### src/ds3_align_pkg.sv
// Constants, types and register map for the receive frame alignment engine
package ds3_align_pkg;

	// Timing
	localparam int CLK_PERIOD_NS      = 10;
	localparam int REFRAME_LIMIT_US   = 1500;
	localparam int REFRAME_LIMIT_CYC  = REFRAME_LIMIT_US * 1000 / CLK_PERIOD_NS;

	// Frame geometry
	localparam int BLOCK_BITS         = 85;
	localparam int SUBFRAMES          = 7;
	localparam int F_SPACING          = 2 * BLOCK_BITS;
	localparam logic [7:0] F_GAP      = 8'(F_SPACING - 1);
	localparam logic [6:0] LAST_BIB   = 7'(BLOCK_BITS - 1);
	localparam logic [2:0] LAST_BLK   = 3'h7;
	localparam logic [2:0] LAST_SF    = 3'(SUBFRAMES - 1);
	localparam logic [2:0] SF_P_FIRST = 3'h2;
	localparam logic [2:0] SF_P_LAST  = 3'h3;
	localparam logic [2:0] SF_M_FIRST = 3'h4;
	localparam logic [2:0] SF_M_ONE   = 3'h5;
	localparam logic [2:0] M_PATTERN  = 3'b010;

	// Acquisition and maintenance criteria
	localparam int F_CANDIDATES       = 5;
	localparam logic [3:0] F_LOCK_COUNT = 4'ha;
	localparam logic [1:0] M_LOCK_FRAMES = 2'h3;
	localparam int F_WIN              = 16;
	localparam logic [4:0] F_THR_LOOSE = 5'h06;
	localparam logic [4:0] F_THR_TIGHT = 5'h03;
	localparam int M_WIN              = 4;
	localparam logic [4:0] M_THR      = 5'h03;
	localparam int P_WIN              = 5;
	localparam logic [4:0] P_THR      = 5'h02;

	// Register indices; the byte address is four times the index
	localparam logic [7:0] IDX_IO_CTRL  = 8'h01;
	localparam logic [7:0] IDX_RX_CFG   = 8'h10;
	localparam logic [7:0] IDX_FRM_STAT = 8'h11;
	localparam logic [7:0] ADDR_IO_CTRL  = 8'(IDX_IO_CTRL * 4);
	localparam logic [7:0] ADDR_RX_CFG   = 8'(IDX_RX_CFG * 4);
	localparam logic [7:0] ADDR_FRM_STAT = 8'(IDX_FRM_STAT * 4);

	localparam logic [7:0] IO_CTRL_RST   = 8'ha0;
	localparam logic [7:0] IO_CTRL_WMASK = 8'hbe;
	localparam logic [3:0] RX_CFG_RST    = 4'h0;
	localparam int IO_REFRAME_BIT = 0;
	localparam int IO_CLK_INV_BIT = 1;
	localparam int CFG_ALIGN_BIT  = 4;
	localparam int CFG_PARITY_BIT = 2;
	localparam int CFG_FSYNC_BIT  = 1;
	localparam int CFG_MSYNC_BIT  = 0;
	localparam int STAT_OVR_BIT   = 3;

	localparam int RX_FIFO_DEPTH = 16;

	typedef enum logic [2:0] {
		ST_F_SEARCH = 3'b000,
		ST_M_SEARCH = 3'b001,
		ST_P_CHECK  = 3'b010,
		ST_IN_FRAME = 3'b011
	} align_state_t;

	typedef struct packed {
		logic payload;
		logic overhead;
		logic aligned;
	} rx_word_t;

	localparam int RX_WORD_W = $bits(rx_word_t);

endpackage

### src/ds3_rx_frame_alignment.sv
// Receive frame alignment engine with APB registers and output buffer
// Notes on behaviour
// - F search, M search and parity check acquire; in-frame state maintains.
// - F-bits follow 1001; five candidate alignments are searched concurrently.
// - Ten consecutive correct F-bits on one candidate end F search; go M search.
// - M-bits follow 010; three good M-frames in a row give in-frame.
// - Entering in-frame pulses change request, lowers pin, clears status bit 4.
// - Parity framing bit 2 set adds a valid parity check before in-frame.
// - With parity framing, parity errors in 2 of last 5 M-frames lose alignment.
// - Alignment lost on 6 of 16 bad F-bits, or 3 of 16 when selected.
// - M-sync bit 0 clear ignores M errors; set loses alignment on 3 of 4.
// - Loss of alignment returns the engine to F search.
// - Loss from in-frame drives pin high and sets status bit to 1.
// - Every change of the alignment status issues a change request.
// - Writing 1 to reframe bit forces F search, pin high, change request.
// - Average reframe time stays below 1.5 ms.
// - In frame, F and M bit positions are checked continuously.
`timescale 1ns/1ps

module rx_bit_fifo #(
	parameter int WIDTH = 3,
	parameter int DEPTH = 16
) (
	input  wire logic             clk_i,
	input  wire logic             rst_b_i,
	input  wire logic             in_valid_i,
	input  wire logic [WIDTH-1:0] in_data_i,
	output logic                  in_ready_o,
	output logic                  out_valid_o,
	input  wire logic             out_ready_i,
	output logic [WIDTH-1:0]      out_data_o
);
	localparam int AW = $clog2(DEPTH);

	logic [WIDTH-1:0] mem [DEPTH];
	logic [AW:0]      wr_ptr;
	logic [AW:0]      rd_ptr;
	wire              full  = (wr_ptr[AW] != rd_ptr[AW]) && (wr_ptr[AW-1:0] == rd_ptr[AW-1:0]);
	wire              empty = wr_ptr == rd_ptr;
	wire              push  = in_valid_i & ~full;
	wire              pop   = out_valid_o & out_ready_i;

	assign in_ready_o  = ~full;
	assign out_valid_o = ~empty;
	assign out_data_o  = mem[rd_ptr[AW-1:0]];

	always_ff @(posedge clk_i) begin
		if (push) begin
			mem[wr_ptr[AW-1:0]] <= in_data_i;
		end
	end

	always_ff @(posedge clk_i or negedge rst_b_i) begin
		if (!rst_b_i) begin
			wr_ptr <= '0;
			rd_ptr <= '0;
		end else begin
			if (push) begin
				wr_ptr <= wr_ptr + 1'b1;
			end
			if (pop) begin
				rd_ptr <= rd_ptr + 1'b1;
			end
		end
	end
endmodule

module ds3_rx_frame_alignment
	import ds3_align_pkg::*;
#(
	parameter int FIFO_DEPTH = RX_FIFO_DEPTH
) (
	input  wire logic        SYS_CLK_I,
	input  wire logic        RST_B_I,
	input  wire logic        PSEL_I,
	input  wire logic        PENABLE_I,
	input  wire logic        PWRITE_I,
	input  wire logic [7:0]  PADDR_I,
	input  wire logic [31:0] PWDATA_I,
	output logic [31:0]      PRDATA_O,
	output logic             PREADY_O,
	output logic             PSLVERR_O,
	input  wire logic        RX_LINE_CLK_I,
	input  wire logic        RX_LINE_DATA_I,
	output logic             RX_FRAME_LOST_FLAG_O,
	output logic             RX_ALIGN_CHANGE_O,
	output logic             RX_WORD_VALID_O,
	input  wire logic        RX_WORD_READY_I,
	output rx_word_t         RX_WORD_O
);
	function automatic logic [4:0] ones16(input logic [15:0] v);
		logic [4:0] n;
		n = '0;
		for (int i = 0; i < 16; i++) begin
			n = n + 5'(v[i]);
		end
		return n;
	endfunction

	align_state_t        state;
	align_state_t        next_state;
	logic [7:0]          io_ctrl;
	logic [3:0]          rx_cfg;
	logic                out_of_alignment;
	logic                overrun;
	logic [7:0]          prdata;
	logic [2:0]          clk_sync;
	logic [1:0]          data_sync;
	logic [6:0]          bib;
	logic [2:0]          blk;
	logic [2:0]          sf;
	logic [6:0]          xpm_sr;
	logic [1:0]          m_cnt;
	logic                par_acc;
	logic                par_last;
	logic                par_valid;
	logic                p_err_first;
	logic [F_WIN-1:0]    f_win;
	logic [M_WIN-1:0]    m_win;
	logic [P_WIN-1:0]    p_win;
	logic                change;

	// Register bus decode
	wire sel_io     = PADDR_I == ADDR_IO_CTRL;
	wire sel_cfg    = PADDR_I == ADDR_RX_CFG;
	wire sel_stat   = PADDR_I == ADDR_FRM_STAT;
	wire addr_hit   = sel_io | sel_cfg | sel_stat;
	wire access     = PSEL_I & PENABLE_I;
	wire wr_en      = access & PWRITE_I;
	wire reframe    = wr_en & sel_io & PWDATA_I[IO_REFRAME_BIT];
	wire ovr_clr    = wr_en & sel_stat & PWDATA_I[STAT_OVR_BIT];
	wire [7:0] cfg_rd = {3'h0, out_of_alignment, rx_cfg};
	wire [7:0] stat_rd = {4'h0, overrun, state};
	wire [7:0] rd_mux = sel_io ? io_ctrl : sel_cfg ? cfg_rd : sel_stat ? stat_rd : 8'h00;

	assign PREADY_O  = 1'b1;
	assign PSLVERR_O = access & ~addr_hit;
	assign PRDATA_O  = {24'h000000, prdata};

	wire cfg_parity = rx_cfg[CFG_PARITY_BIT];
	wire cfg_fsync  = rx_cfg[CFG_FSYNC_BIT];
	wire cfg_msync  = rx_cfg[CFG_MSYNC_BIT];

	always_ff @(posedge SYS_CLK_I or negedge RST_B_I) begin
		if (!RST_B_I) begin
			io_ctrl <= IO_CTRL_RST;
			rx_cfg  <= RX_CFG_RST;
			prdata  <= 8'h00;
		end else begin
			if (wr_en && sel_io) begin
				io_ctrl <= PWDATA_I[7:0] & IO_CTRL_WMASK;
			end
			if (wr_en && sel_cfg) begin
				rx_cfg <= PWDATA_I[3:0];
			end
			if (PSEL_I && !PENABLE_I) begin
				prdata <= rd_mux;
			end
		end
	end

	// Line clock and data pass two flops before any use
	always_ff @(posedge SYS_CLK_I or negedge RST_B_I) begin
		if (!RST_B_I) begin
			clk_sync  <= 3'h0;
			data_sync <= 2'h0;
		end else begin
			clk_sync  <= {clk_sync[1:0], RX_LINE_CLK_I};
			data_sync <= {data_sync[0], RX_LINE_DATA_I};
		end
	end

	wire rise    = clk_sync[1] & ~clk_sync[2];
	wire fall    = ~clk_sync[1] & clk_sync[2];
	wire bit_stb = io_ctrl[IO_CLK_INV_BIT] ? fall : rise;
	wire bit_val = data_sync[1];

	// Bit position within the M-frame
	wire is_oh    = bib == 7'h00;
	wire f_pos    = bit_stb & is_oh & blk[0];
	wire f_exp    = (blk == 3'h1) | (blk == LAST_BLK);
	wire f_err    = f_pos & (bit_val != f_exp);
	wire xpm_pos  = bit_stb & is_oh & (blk == 3'h0);
	wire m_pos    = xpm_pos & (sf >= SF_M_FIRST);
	wire m_err    = m_pos & (bit_val != (sf == SF_M_ONE));
	wire p_pos    = xpm_pos & ((sf == SF_P_FIRST) | (sf == SF_P_LAST));
	wire p_bad    = bit_val != par_last;
	wire frm_end  = bit_stb & (bib == LAST_BIB) & (blk == LAST_BLK) & (sf == LAST_SF);
	wire p_done   = p_pos & (sf == SF_P_LAST) & par_valid;
	wire p_frm_err = p_bad | p_err_first;

	// Five concurrent F-bit candidate searches
	logic [F_CANDIDATES-1:0]      cand_act;
	logic [F_CANDIDATES-1:0]      cand_lock;
	logic [F_CANDIDATES-1:0][1:0] cand_hist;
	logic [F_CANDIDATES-1:0]      cand_free_lo;
	wire  [F_CANDIDATES-1:0]      alloc = ~cand_act & ~cand_free_lo;
	wire                          lock_hit = |cand_lock;
	wire                          in_fsearch = state == ST_F_SEARCH;
	localparam logic [7:0]        F_HOP = 8'(F_CANDIDATES - 1);

	always_comb begin
		cand_free_lo[0] = 1'b0;
		for (int k = 1; k < F_CANDIDATES; k++) begin
			cand_free_lo[k] = cand_free_lo[k-1] | ~cand_act[k-1];
		end
	end

	for (genvar k = 0; k < F_CANDIDATES; k++) begin : g_cand
		logic       act;
		logic [7:0] cd;
		logic [1:0] hist;
		logic [3:0] cnt;
		wire        test = act & (cd == 8'h00);
		wire        ok   = (cnt < 4'h2) | (bit_val == ~hist[1]);
		assign cand_act[k]  = act;
		assign cand_hist[k] = hist;
		assign cand_lock[k] = bit_stb & in_fsearch & test & ok & (cnt == F_LOCK_COUNT - 4'h1);
		always_ff @(posedge SYS_CLK_I or negedge RST_B_I) begin
			if (!RST_B_I) begin
				act  <= 1'b0;
				cd   <= 8'h00;
				hist <= 2'h0;
				cnt  <= 4'h0;
			end else if (bit_stb) begin
				if (!in_fsearch || lock_hit || reframe) begin
					act <= 1'b0;
				end else if (alloc[k]) begin
					act  <= 1'b1;
					cd   <= F_GAP;
					hist <= {1'b0, bit_val};
					cnt  <= 4'h1;
				end else if (test && ok) begin
					cd   <= F_GAP;
					hist <= {hist[0], bit_val};
					cnt  <= cnt + 4'h1;
				end else if (test) begin
					// Failed phase hops by the candidate count so five searches sweep in step
					cd  <= F_HOP;
					cnt <= 4'h0;
				end else if (act) begin
					cd <= cd - 8'h01;
				end
			end
		end
	end

	// Block holding the locking F-bit, from the last two F-bits seen
	logic [1:0] lock_pair;
	always_comb begin
		lock_pair = 2'h0;
		for (int k = F_CANDIDATES - 1; k >= 0; k--) begin
			if (cand_lock[k]) begin
				lock_pair = {cand_hist[k][0], bit_val};
			end
		end
	end
	wire [2:0] lock_blk = (lock_pair == 2'b11) ? 3'h1 : (lock_pair == 2'b10) ? 3'h3 :
		(lock_pair == 2'b00) ? 3'h5 : 3'h7;

	// M-bit search over the X/P/M overhead bit of each subframe
	wire [6:0] nsr     = {xpm_sr[5:0], bit_val};
	wire       m_match = (nsr[2:0] == M_PATTERN) & (nsr[6] == nsr[5]) & (nsr[4] == nsr[3]);
	wire [1:0] next_m_cnt = (sf == LAST_SF) ? m_cnt + 2'h1 : 2'h1;
	wire       m_search = state == ST_M_SEARCH;
	wire       m_realign = m_search & xpm_pos & m_match;
	wire       m_lost  = m_search & ((xpm_pos & ~m_match & (sf == LAST_SF) & (m_cnt != 2'h0)) | f_err);
	wire       m_lock  = m_realign & (next_m_cnt == M_LOCK_FRAMES);

	// Maintenance windows and loss-of-alignment decision
	wire in_frame = state == ST_IN_FRAME;
	wire [F_WIN-1:0] f_win_next = f_pos ? {f_win[F_WIN-2:0], f_err} : f_win;
	wire [M_WIN-1:0] m_win_next = m_pos ? {m_win[M_WIN-2:0], m_err} : m_win;
	wire [P_WIN-1:0] p_win_next = p_done ? {p_win[P_WIN-2:0], p_frm_err} : p_win;
	wire [4:0] f_thr   = cfg_fsync ? F_THR_TIGHT : F_THR_LOOSE;
	wire       f_fail  = ones16(16'(f_win_next)) >= f_thr;
	wire       m_fail  = cfg_msync & (ones16(16'(m_win_next)) >= M_THR);
	wire       p_fail  = cfg_parity & (ones16(16'(p_win_next)) >= P_THR);
	wire       declare = in_frame & (f_fail | m_fail | p_fail);

	always_comb begin
		next_state = state;
		unique case (state)
			ST_F_SEARCH: begin
				if (lock_hit) begin
					next_state = ST_M_SEARCH;
				end
			end
			ST_M_SEARCH: begin
				if (m_lost) begin
					next_state = ST_F_SEARCH;
				end else if (m_lock) begin
					next_state = cfg_parity ? ST_P_CHECK : ST_IN_FRAME;
				end
			end
			ST_P_CHECK: begin
				if (f_err || (p_done && p_frm_err)) begin
					next_state = ST_F_SEARCH;
				end else if (p_done) begin
					next_state = ST_IN_FRAME;
				end
			end
			ST_IN_FRAME: begin
				if (declare) begin
					next_state = ST_F_SEARCH;
				end
			end
			default: next_state = ST_F_SEARCH;
		endcase
		if (reframe) begin
			next_state = ST_F_SEARCH;
		end
	end

	// Status flag follows the acquisition and maintenance modes
	wire next_out_of_alignment = (next_state != ST_IN_FRAME);
	assign change = (next_out_of_alignment != out_of_alignment) | reframe;

	always_ff @(posedge SYS_CLK_I or negedge RST_B_I) begin
		if (!RST_B_I) begin
			state            <= ST_F_SEARCH;
			out_of_alignment <= 1'b1;
			RX_ALIGN_CHANGE_O <= 1'b0;
		end else begin
			state            <= next_state;
			out_of_alignment <= next_out_of_alignment;
			RX_ALIGN_CHANGE_O <= change;
		end
	end

	assign RX_FRAME_LOST_FLAG_O = out_of_alignment;

	// Position counters, parity accumulation and windows
	always_ff @(posedge SYS_CLK_I or negedge RST_B_I) begin
		if (!RST_B_I) begin
			bib <= 7'h00;
			blk <= 3'h0;
			sf  <= 3'h0;
		end else if (bit_stb) begin
			if (lock_hit) begin
				bib <= 7'h01;
				blk <= lock_blk;
				sf  <= 3'h0;
			end else begin
				bib <= (bib == LAST_BIB) ? 7'h00 : bib + 7'h01;
				if (bib == LAST_BIB) begin
					blk <= blk + 3'h1;
				end
				if (m_realign) begin
					sf <= LAST_SF;
				end else if (bib == LAST_BIB && blk == LAST_BLK) begin
					sf <= (sf == LAST_SF) ? 3'h0 : sf + 3'h1;
				end
			end
		end
	end

	always_ff @(posedge SYS_CLK_I or negedge RST_B_I) begin
		if (!RST_B_I) begin
			xpm_sr <= 7'h00;
			m_cnt  <= 2'h0;
		end else if (in_fsearch) begin
			m_cnt <= 2'h0;
		end else if (m_realign) begin
			xpm_sr <= nsr;
			m_cnt  <= next_m_cnt;
		end else if (xpm_pos) begin
			xpm_sr <= nsr;
		end
	end

	always_ff @(posedge SYS_CLK_I or negedge RST_B_I) begin
		if (!RST_B_I) begin
			par_acc     <= 1'b0;
			par_last    <= 1'b0;
			par_valid   <= 1'b0;
			p_err_first <= 1'b0;
		end else if (in_fsearch || m_realign) begin
			par_acc   <= 1'b0;
			par_valid <= 1'b0;
		end else if (frm_end) begin
			par_acc   <= 1'b0;
			par_last  <= par_acc ^ bit_val;
			par_valid <= 1'b1;
		end else if (bit_stb) begin
			if (!is_oh) begin
				par_acc <= par_acc ^ bit_val;
			end
			if (p_pos && sf == SF_P_FIRST) begin
				p_err_first <= p_bad;
			end
		end
	end

	always_ff @(posedge SYS_CLK_I or negedge RST_B_I) begin
		if (!RST_B_I) begin
			f_win <= '0;
			m_win <= '0;
			p_win <= '0;
		end else if (!in_frame) begin
			f_win <= '0;
			m_win <= '0;
			p_win <= '0;
		end else begin
			f_win <= f_win_next;
			m_win <= m_win_next;
			p_win <= p_win_next;
		end
	end

	// Recovered bits enter the output buffer; a full buffer drops bits
	rx_word_t push_word;
	logic     push_ready;
	assign push_word = '{payload: bit_val, overhead: is_oh & in_frame, aligned: in_frame};

	always_ff @(posedge SYS_CLK_I or negedge RST_B_I) begin
		if (!RST_B_I) begin
			overrun <= 1'b0;
		end else if (bit_stb && !push_ready) begin
			overrun <= 1'b1;
		end else if (ovr_clr) begin
			overrun <= 1'b0;
		end
	end

	rx_bit_fifo #(
		.WIDTH (RX_WORD_W),
		.DEPTH (FIFO_DEPTH)
	) u_fifo (
		.clk_i       (SYS_CLK_I),
		.rst_b_i     (RST_B_I),
		.in_valid_i  (bit_stb),
		.in_data_i   (push_word),
		.in_ready_o  (push_ready),
		.out_valid_o (RX_WORD_VALID_O),
		.out_ready_i (RX_WORD_READY_I),
		.out_data_o  (RX_WORD_O)
	);
endmodule

### config.mk
export PLATFORM = sky130hd
export DESIGN_NAME = ds3_rx_frame_alignment
export DESIGN_NICKNAME = d
export VERILOG_FILES = /design/src/ds3_align_pkg.sv /design/src/ds3_rx_frame_alignment.sv
export SDC_FILE = /design/constraint.sdc
export NUM_CORES = 1
export LEC_CHECK = 0
export ABC_AREA = 1
export CAP_MARGIN = 20
export CORE_MARGIN = 2
export CORE_UTILIZATION = 35
export DETAILED_ROUTE_END_ITERATION = 10
export DONT_BUFFER_PORTS = 1
export SLEW_MARGIN = 20
export SYNTH_ARGS = -nofsm -noshare
export SYNTH_HDL_FRONTEND = slang
export SYNTH_SLANG_ARGS = --single-unit
### constraint.sdc
create_clock -name SYS_CLK_I -period 16.2 [get_ports SYS_CLK_I]
set_input_delay 0.81 -clock SYS_CLK_I [delete_from_list [all_inputs] [get_ports SYS_CLK_I]]
set_output_delay 0.81 -clock SYS_CLK_I [all_outputs]
set_load 0.005 [all_outputs]
# After elaboration in Yosys (flattened, before gate mapping)
# Memories as Yosys holds them, arrays and structs flattened.
# Cells that the tools add are included.
# word_totals
in_bits,48
rom_bits,0
regBits,164
memories,1
wordCells,415
out_inout_bits,40
ramBits,48
latch_bits,0
# mem_list
memory,words,width,read_ports,rd_ports_with_merged_regs,wr,line_no,source
u_fifo.mem,16,3,1,0,1,ds3_rx_frame_alignment.sv:35,logic [WIDTH-1:0] mem [DEPTH];
# op_classes
div,0
n_reduce_logical,83
addsub,38
n_mux,106
multipliers,0
order_cmp,9
eq_ne,38
n_bitwise,97
shift,0
# ops
op,n
2-to-1 mux 8 bit,21
2-to-1 mux 4 bit,18
bitwise AND 1 bit,57
adder 5 x 1 -> 5 bit,11
2-to-1 mux 3 bit,16
AND reduction 3 bit,15
logical NOT 8 bit,5
"subtractor 8 x 1 -> 8 bit, second input constant",5
2-to-1 mux 2 bit,19
2-to-1 mux 16 bit,2
nonzero test 2 bit,16
2-to-1 mux 1 bit,22
nonzero test 3 bit,7
"adder 4 x 1 -> 4 bit, second input constant",5
"== test 4 bit, second input constant",5
"less-than comparator 4 x 2 -> 1 bit, second input constant",5
AND reduction 2 bit,10
nonzero test 4 bit,5
NOT 1 bit,19
OR 1 bit,17
"== test 8 x 7 -> 1 bit, second input constant",2
"== test 3 x 2 -> 1 bit, second input constant",5
2-to-1 mux 5 bit,3
2-to-1 mux 7 bit,2
36 further kinds,79

# Depth between registers and ports, before layout
# logic_depth
word_depth,32
depth_mapped,29

# Hierarchy
# From an unflattened synthesis, not the netlist that was laid out.
# unflattened
cells_unflattened,1413
hier_area_um2,11965.2
# modules_own_cells
mod,area_each_um2,cells_per_inst,n_inst,seq_area_each_um2
ds3_rx_frame_alignment,9168.8,1126,1,3832.4
rx_bit_fifo,2796.4,287,1,1691.6

# Worst setup path after synthesis
# OpenSTA, ideal clock, no wires.
# synth_path
path_kind,reg-to-reg
from,reg bib[0]
to,reg RX_ALIGN_CHANGE_O
period_less_slack_ns,5.432
n_path_buf,1
path_stages_with_launch,30
slack_ns,10.768
setup_ns,0.126
t_arrival_ns,5.306
cell_sequence,dfrtp_1 -> inv_1 -> ha_1 -> nand2_1 -> nor2_1 -> nand2_1 -> nor2_1 -> inv_1 -> clkbuf_1 -> nand2_1 -> inv_1 -> a21oi_1 -> fa_1 -> fa_1 -> inv_1 -> fa_1 -> inv_1 -> fa_1 -> ha_1 -> fa_1 -> xor2_1 -> ha_1 -> o211ai_1 -> nand4_1 -> a21oi_1 -> nand2_1 -> nand2_1 -> nand3_1 -> nand2_1 -> nand3_1
# synth_via
elab_chain_cells,30
elab_cells_between_ends,63
cone_classes,add/sub: 22; order compare: 3; eq/ne: 2; mux: 10; bitwise: 23; reduce/logical: 3
# synth_rtl
element,line_no,source
"start, declared",ds3_rx_frame_alignment.sv:109,logic [6:0] bib;
"start signal, assigned",ds3_rx_frame_alignment.sv:345,bib <= (bib == LAST_BIB) ? 7'h00 : bib + 7'h01;
logical NOT 7 bit (*),ds3_rx_frame_alignment.sv:179,wire is_oh = bib == 7'h00;
bitwise AND 1 bit (*),"ds3_rx_frame_alignment.sv:180, ds3_rx_frame_alignment.sv:183",
bitwise AND 1 bit,ds3_rx_frame_alignment.sv:180,wire f_pos = bit_stb & is_oh & blk[0];
bitwise AND 1 bit,ds3_rx_frame_alignment.sv:182,wire f_err = f_pos & (bit_val != f_exp);
2-to-1 mux 16 bit,ds3_rx_frame_alignment.sv:272,"wire [F_WIN-1:0] f_win_next = f_pos ? {f_win[F_WIN-2:0], f_err} : f_win;"
adder 1 x 1 -> 2 bit,ds3_rx_frame_alignment.sv:95,n = n + 5'(v[i]);
adder 2 x 1 -> 3 bit,ds3_rx_frame_alignment.sv:95,
adder 3 x 1 -> 4 bit,ds3_rx_frame_alignment.sv:95,
(+16 left out),n/a,
2-to-1 mux 3 bit,ds3_rx_frame_alignment.sv:304,if (declare) begin
one-hot mux 3 bit (4 select lines) (*),ds3_rx_frame_alignment.sv:283,unique case (state)
2-to-1 mux 3 bit (*),ds3_rx_frame_alignment.sv:310,if (reframe) begin
inequality test 3 x 2 -> 1 bit (*),ds3_rx_frame_alignment.sv:316,wire next_out_of_alignment = (next_state != ST_IN_FRAME);
via next_out_of_alignment,ds3_rx_frame_alignment.sv:316,
inequality test 1 bit (*),ds3_rx_frame_alignment.sv:317,assign change = (next_out_of_alignment != out_of_alignment) | reframe;
OR 1 bit (*),ds3_rx_frame_alignment.sv:317,
via change,ds3_rx_frame_alignment.sv:121,logic change;
"end signal, assigned",ds3_rx_frame_alignment.sv:327,RX_ALIGN_CHANGE_O <= change;
"end, declared",ds3_rx_frame_alignment.sv:86,"output logic RX_ALIGN_CHANGE_O,"
# Mark *: on every way through the listed nets, which the timed path passes. The rest lies on a longest branch.
# A chain may end at the register's enable or synchronous reset.

# Final worst setup path
# Same ends and word-level chain as after synthesis.

==> metrics.txt <==
status finished, final reports clean; number of library cell types mapped by synthesis 57; final instance area approximately 13000 um^2; DP Worst Slack just under 10 ns; final core area utilization around two fifths; first-pass GRT wire length approximately 40000 um; die footprint ~35000 um^2; layout cells sized above 1 6.63%; vias between 8k and 9k; Core Area between 30000 and 40000 um^2; CP Class flop to flop; skew final around 0.016 ns; fin crit period 6.40 ns; most frequent cells in the layout 248 x nand2_1, 182 x inv_1, 165 x nor2_1, 160 x dfrtp_1, 83 x o21ai_0; setup violators final 0; Starting Density between 30% and 40%; Fin. Hold Viols 0; CP max-delay cell fa_1; die height about 190 um; Area contributors post-synth dfrtp_1 34%, edfxtp_1 12%, nand2_1 8.0%, inv_1 5.9%, nor2_1 5.4%; Area growth syn-to-layout 9.85%; predominant post-synthesis flop cell dfrtp_1; fin crit share between 30% and 40%; synthesized area per cell 8.59 um^2; PortBufs 0; Post-DRT Antenna Nets 0; Sw Pwr around 0.54 mW; Max Buffers Root-to-Sink 3; DR iter-0 viols between 500 and 600; Reg clk slew, reported paths 0.06 ns; total CTS buffers 25; routed wire length 23700 um; antenna violations before repair 0; post-DP HPWL roughly 16000 um; CP dominant cell by count nand2_1; Worst VDD drop 81.0 uV; Tot GR Track Use about 14%; vias in the first global route between 8k and 9k; post-synthesis sequential area ratio around 48%; Post-synth EDFFs 48; placed cells around 1.8k; clock power share 33.1%; CTS resizes 0; Sw Share 33.1%; Crit. End Element flop; Least-Margin Pin Slew 0.989 ns; Seq cells post-synth between 200 and 250; Synth async-reset ratio 77.3%; # IOs 88; root buf cell clkbuf_16; sequential power share a little over two fifths; first drt pass iteration count 5; Synth area leader dfrtp_1; share of the synthesized area in the top cell type 34.4%; placed cell area between 10000 and 15000 um^2; FMAX 0.156 GHz; Die Span X between 150 and 200 um; cell leakage power 6.04 nW; largest net degree at the start of global routing roughly 160; logic gate share of total power 23.2%; max-slew violations 0; Post-Syn Instances 1353; Yosys Warn Count 0; internal cell power 1.08 mW; worst-skew pair later-pin latency 0.53 ns; Maximum Capacitance Violations 0; worst-path fanout max 33; GR Overflow Total 0; fin nets ~1.5k; vias per inst 4.72; post-CTS setup buffers 0; Req. time, crit path between 15 and 20 ns; worst path arrival time 6.80 ns; CTS tree yes; commonest non-fill, non-tap cell in the layout nand2_1; Cell Count, Final, Fillers Out 1815; setup_tns 0 ns; crit-path max cell delay ~0.52 ns; pwr dens 126 nW/um^2; routability-driven placement congestion ratio 0.780; DR DRC count 0; startpoint class of the critical path flop; CTS Sinks between 200 and 250; H-tree depth reported by CTS 1; fin worst setup slack about 9.8 ns; RSZ-0062 raised after global routing false; Hold Crit Class primary input to async pin; # rows 66; Ant. Diodes 0; Mapped Area between 10000 and 15000 um^2; Slew HR approximately a third; Routed WL per cell roughly 13 um
registers in the layout, summed over array words and instances (netlist names), 6 cells and up:
name / count
io_ctrl: 6
xpm_sr: 6
g_cand.cd: 40
prdata: 7
g_cand.cnt: 20
bib: 7
u_fifo.mem: 48
f_win: 16
g_cand.hist: 10
timing repair:
item | 4_1_cts | 5_1_grt
hold buffers | 1 | 0
setup endpoints to repair | 0 | 0
hold endpoints to repair | 160 | 0
synth_stat cells (12+ instances only):
cell      number
buf_4         26
fa_1          12
nand2_1      248
a21oi_1       57
xor2_1        42
nor2_1       167
nand4_1       14
edfxtp_1      48
nand3_1       56
dfrtp_1      160
inv_1        182
nor3_1        25
o21ai_1       32
ha_1          40
o21ai_0       83
clkbuf_1      19
a211oi_1      22
power groups by stage:
stage	logic, mW	clock network (mW)	registers (mW)
6_report	0.374	0.535	0.705
5_1_grt	0.435	0.576	0.721
4_1_cts	0.378	0.552	0.705
3_5_place_dp	0.366	0	0.714
3_3_place_gp	0.356	0	0.713
2_1_floorplan	0.324	0	0.677
path summary, 6_finish.rpt:
path / depth (start not counted) / startpoint / to / slack, ns
setup / recovery: 29 / bib[0] / RX_ALIGN_CHANGE_O / 9.80
hold / removal: 0 / RST_B_I / RX_FRAME_LOST_FLAG_O / 0.14
setup reg to reg: 29 / bib[0] / RX_ALIGN_CHANGE_O / 9.80
hold reg to reg: 0 / data_sync[0] / data_sync[1] / 0.35
max in group asynchronous: 1 / RST_B_I / blk[2] / 15.30
min in group SYS_CLK_I: 0 / RX_LINE_DATA_I / data_sync[0] / 0.31
layer usage:
metal  share of wire, %  track usage (%)  wire [um]
met3                3.1             2.20        741
met2                 47             24.0      11100
met5                  0                0          0
met4                1.8             3.02        435
met1                 48             18.8      11400
worst max-delay path: cells and delay by family, from the launching register on:
family / cells / cell delay (ns)
XOR/XNOR: 1 / 0.16
buffers and inverters: 6 / 0.87
adder cells (fa/ha/maj): 8 / 3.03
AO/OA/AOI/OAI: 3 / 0.51
flip-flops: 1 / 0.39
AND/OR/NAND/NOR: 11 / 1.28
cells by family (layout without fill, tap and decap cells):
logic type	Yosys count	after routing	synth area share (%)
and+or+nand+nor	554	554	20.6
buffers and inverters	240	235	9.03
AOI/OAI and AO/OA	231	231	11.4
DFF	211	211	47.5
adders and majority gates	52	52	6.37
xor gates and xnor gates	50	50	3.77
muxes	13	13	1.19
other	2	27	0.0646
layout make-up:
| class | count | area, um^2 |
|---|---|---|
| flip-flops and latches | 211 | 5520 |
| well taps | 442 | 553 |
| fillers | 3276 | 19900 |
| clock buffers | 30 | 674 |
| multi-input cells | 927 | 5150 |
| repair buffers | 5 | 57.6 |
| inverters | 184 | 691 |
| clock inverters | 16 | 120 |
metrics by stage:
| step | hold WS (ns) | total power [mW] |
|---|---|---|
| 2_1_floorplan | 0.331 | 1.00 |
| 6_report | 0.137 | 1.61 |
| 3_5_place_dp | 0.340 | 1.08 |
| 5_1_grt | 0.104 | 1.73 |
| 4_1_cts | 0.112 | 1.64 |
| 3_3_place_gp | 0.338 | 1.07 |
Power figures use the tool's default switching activity.
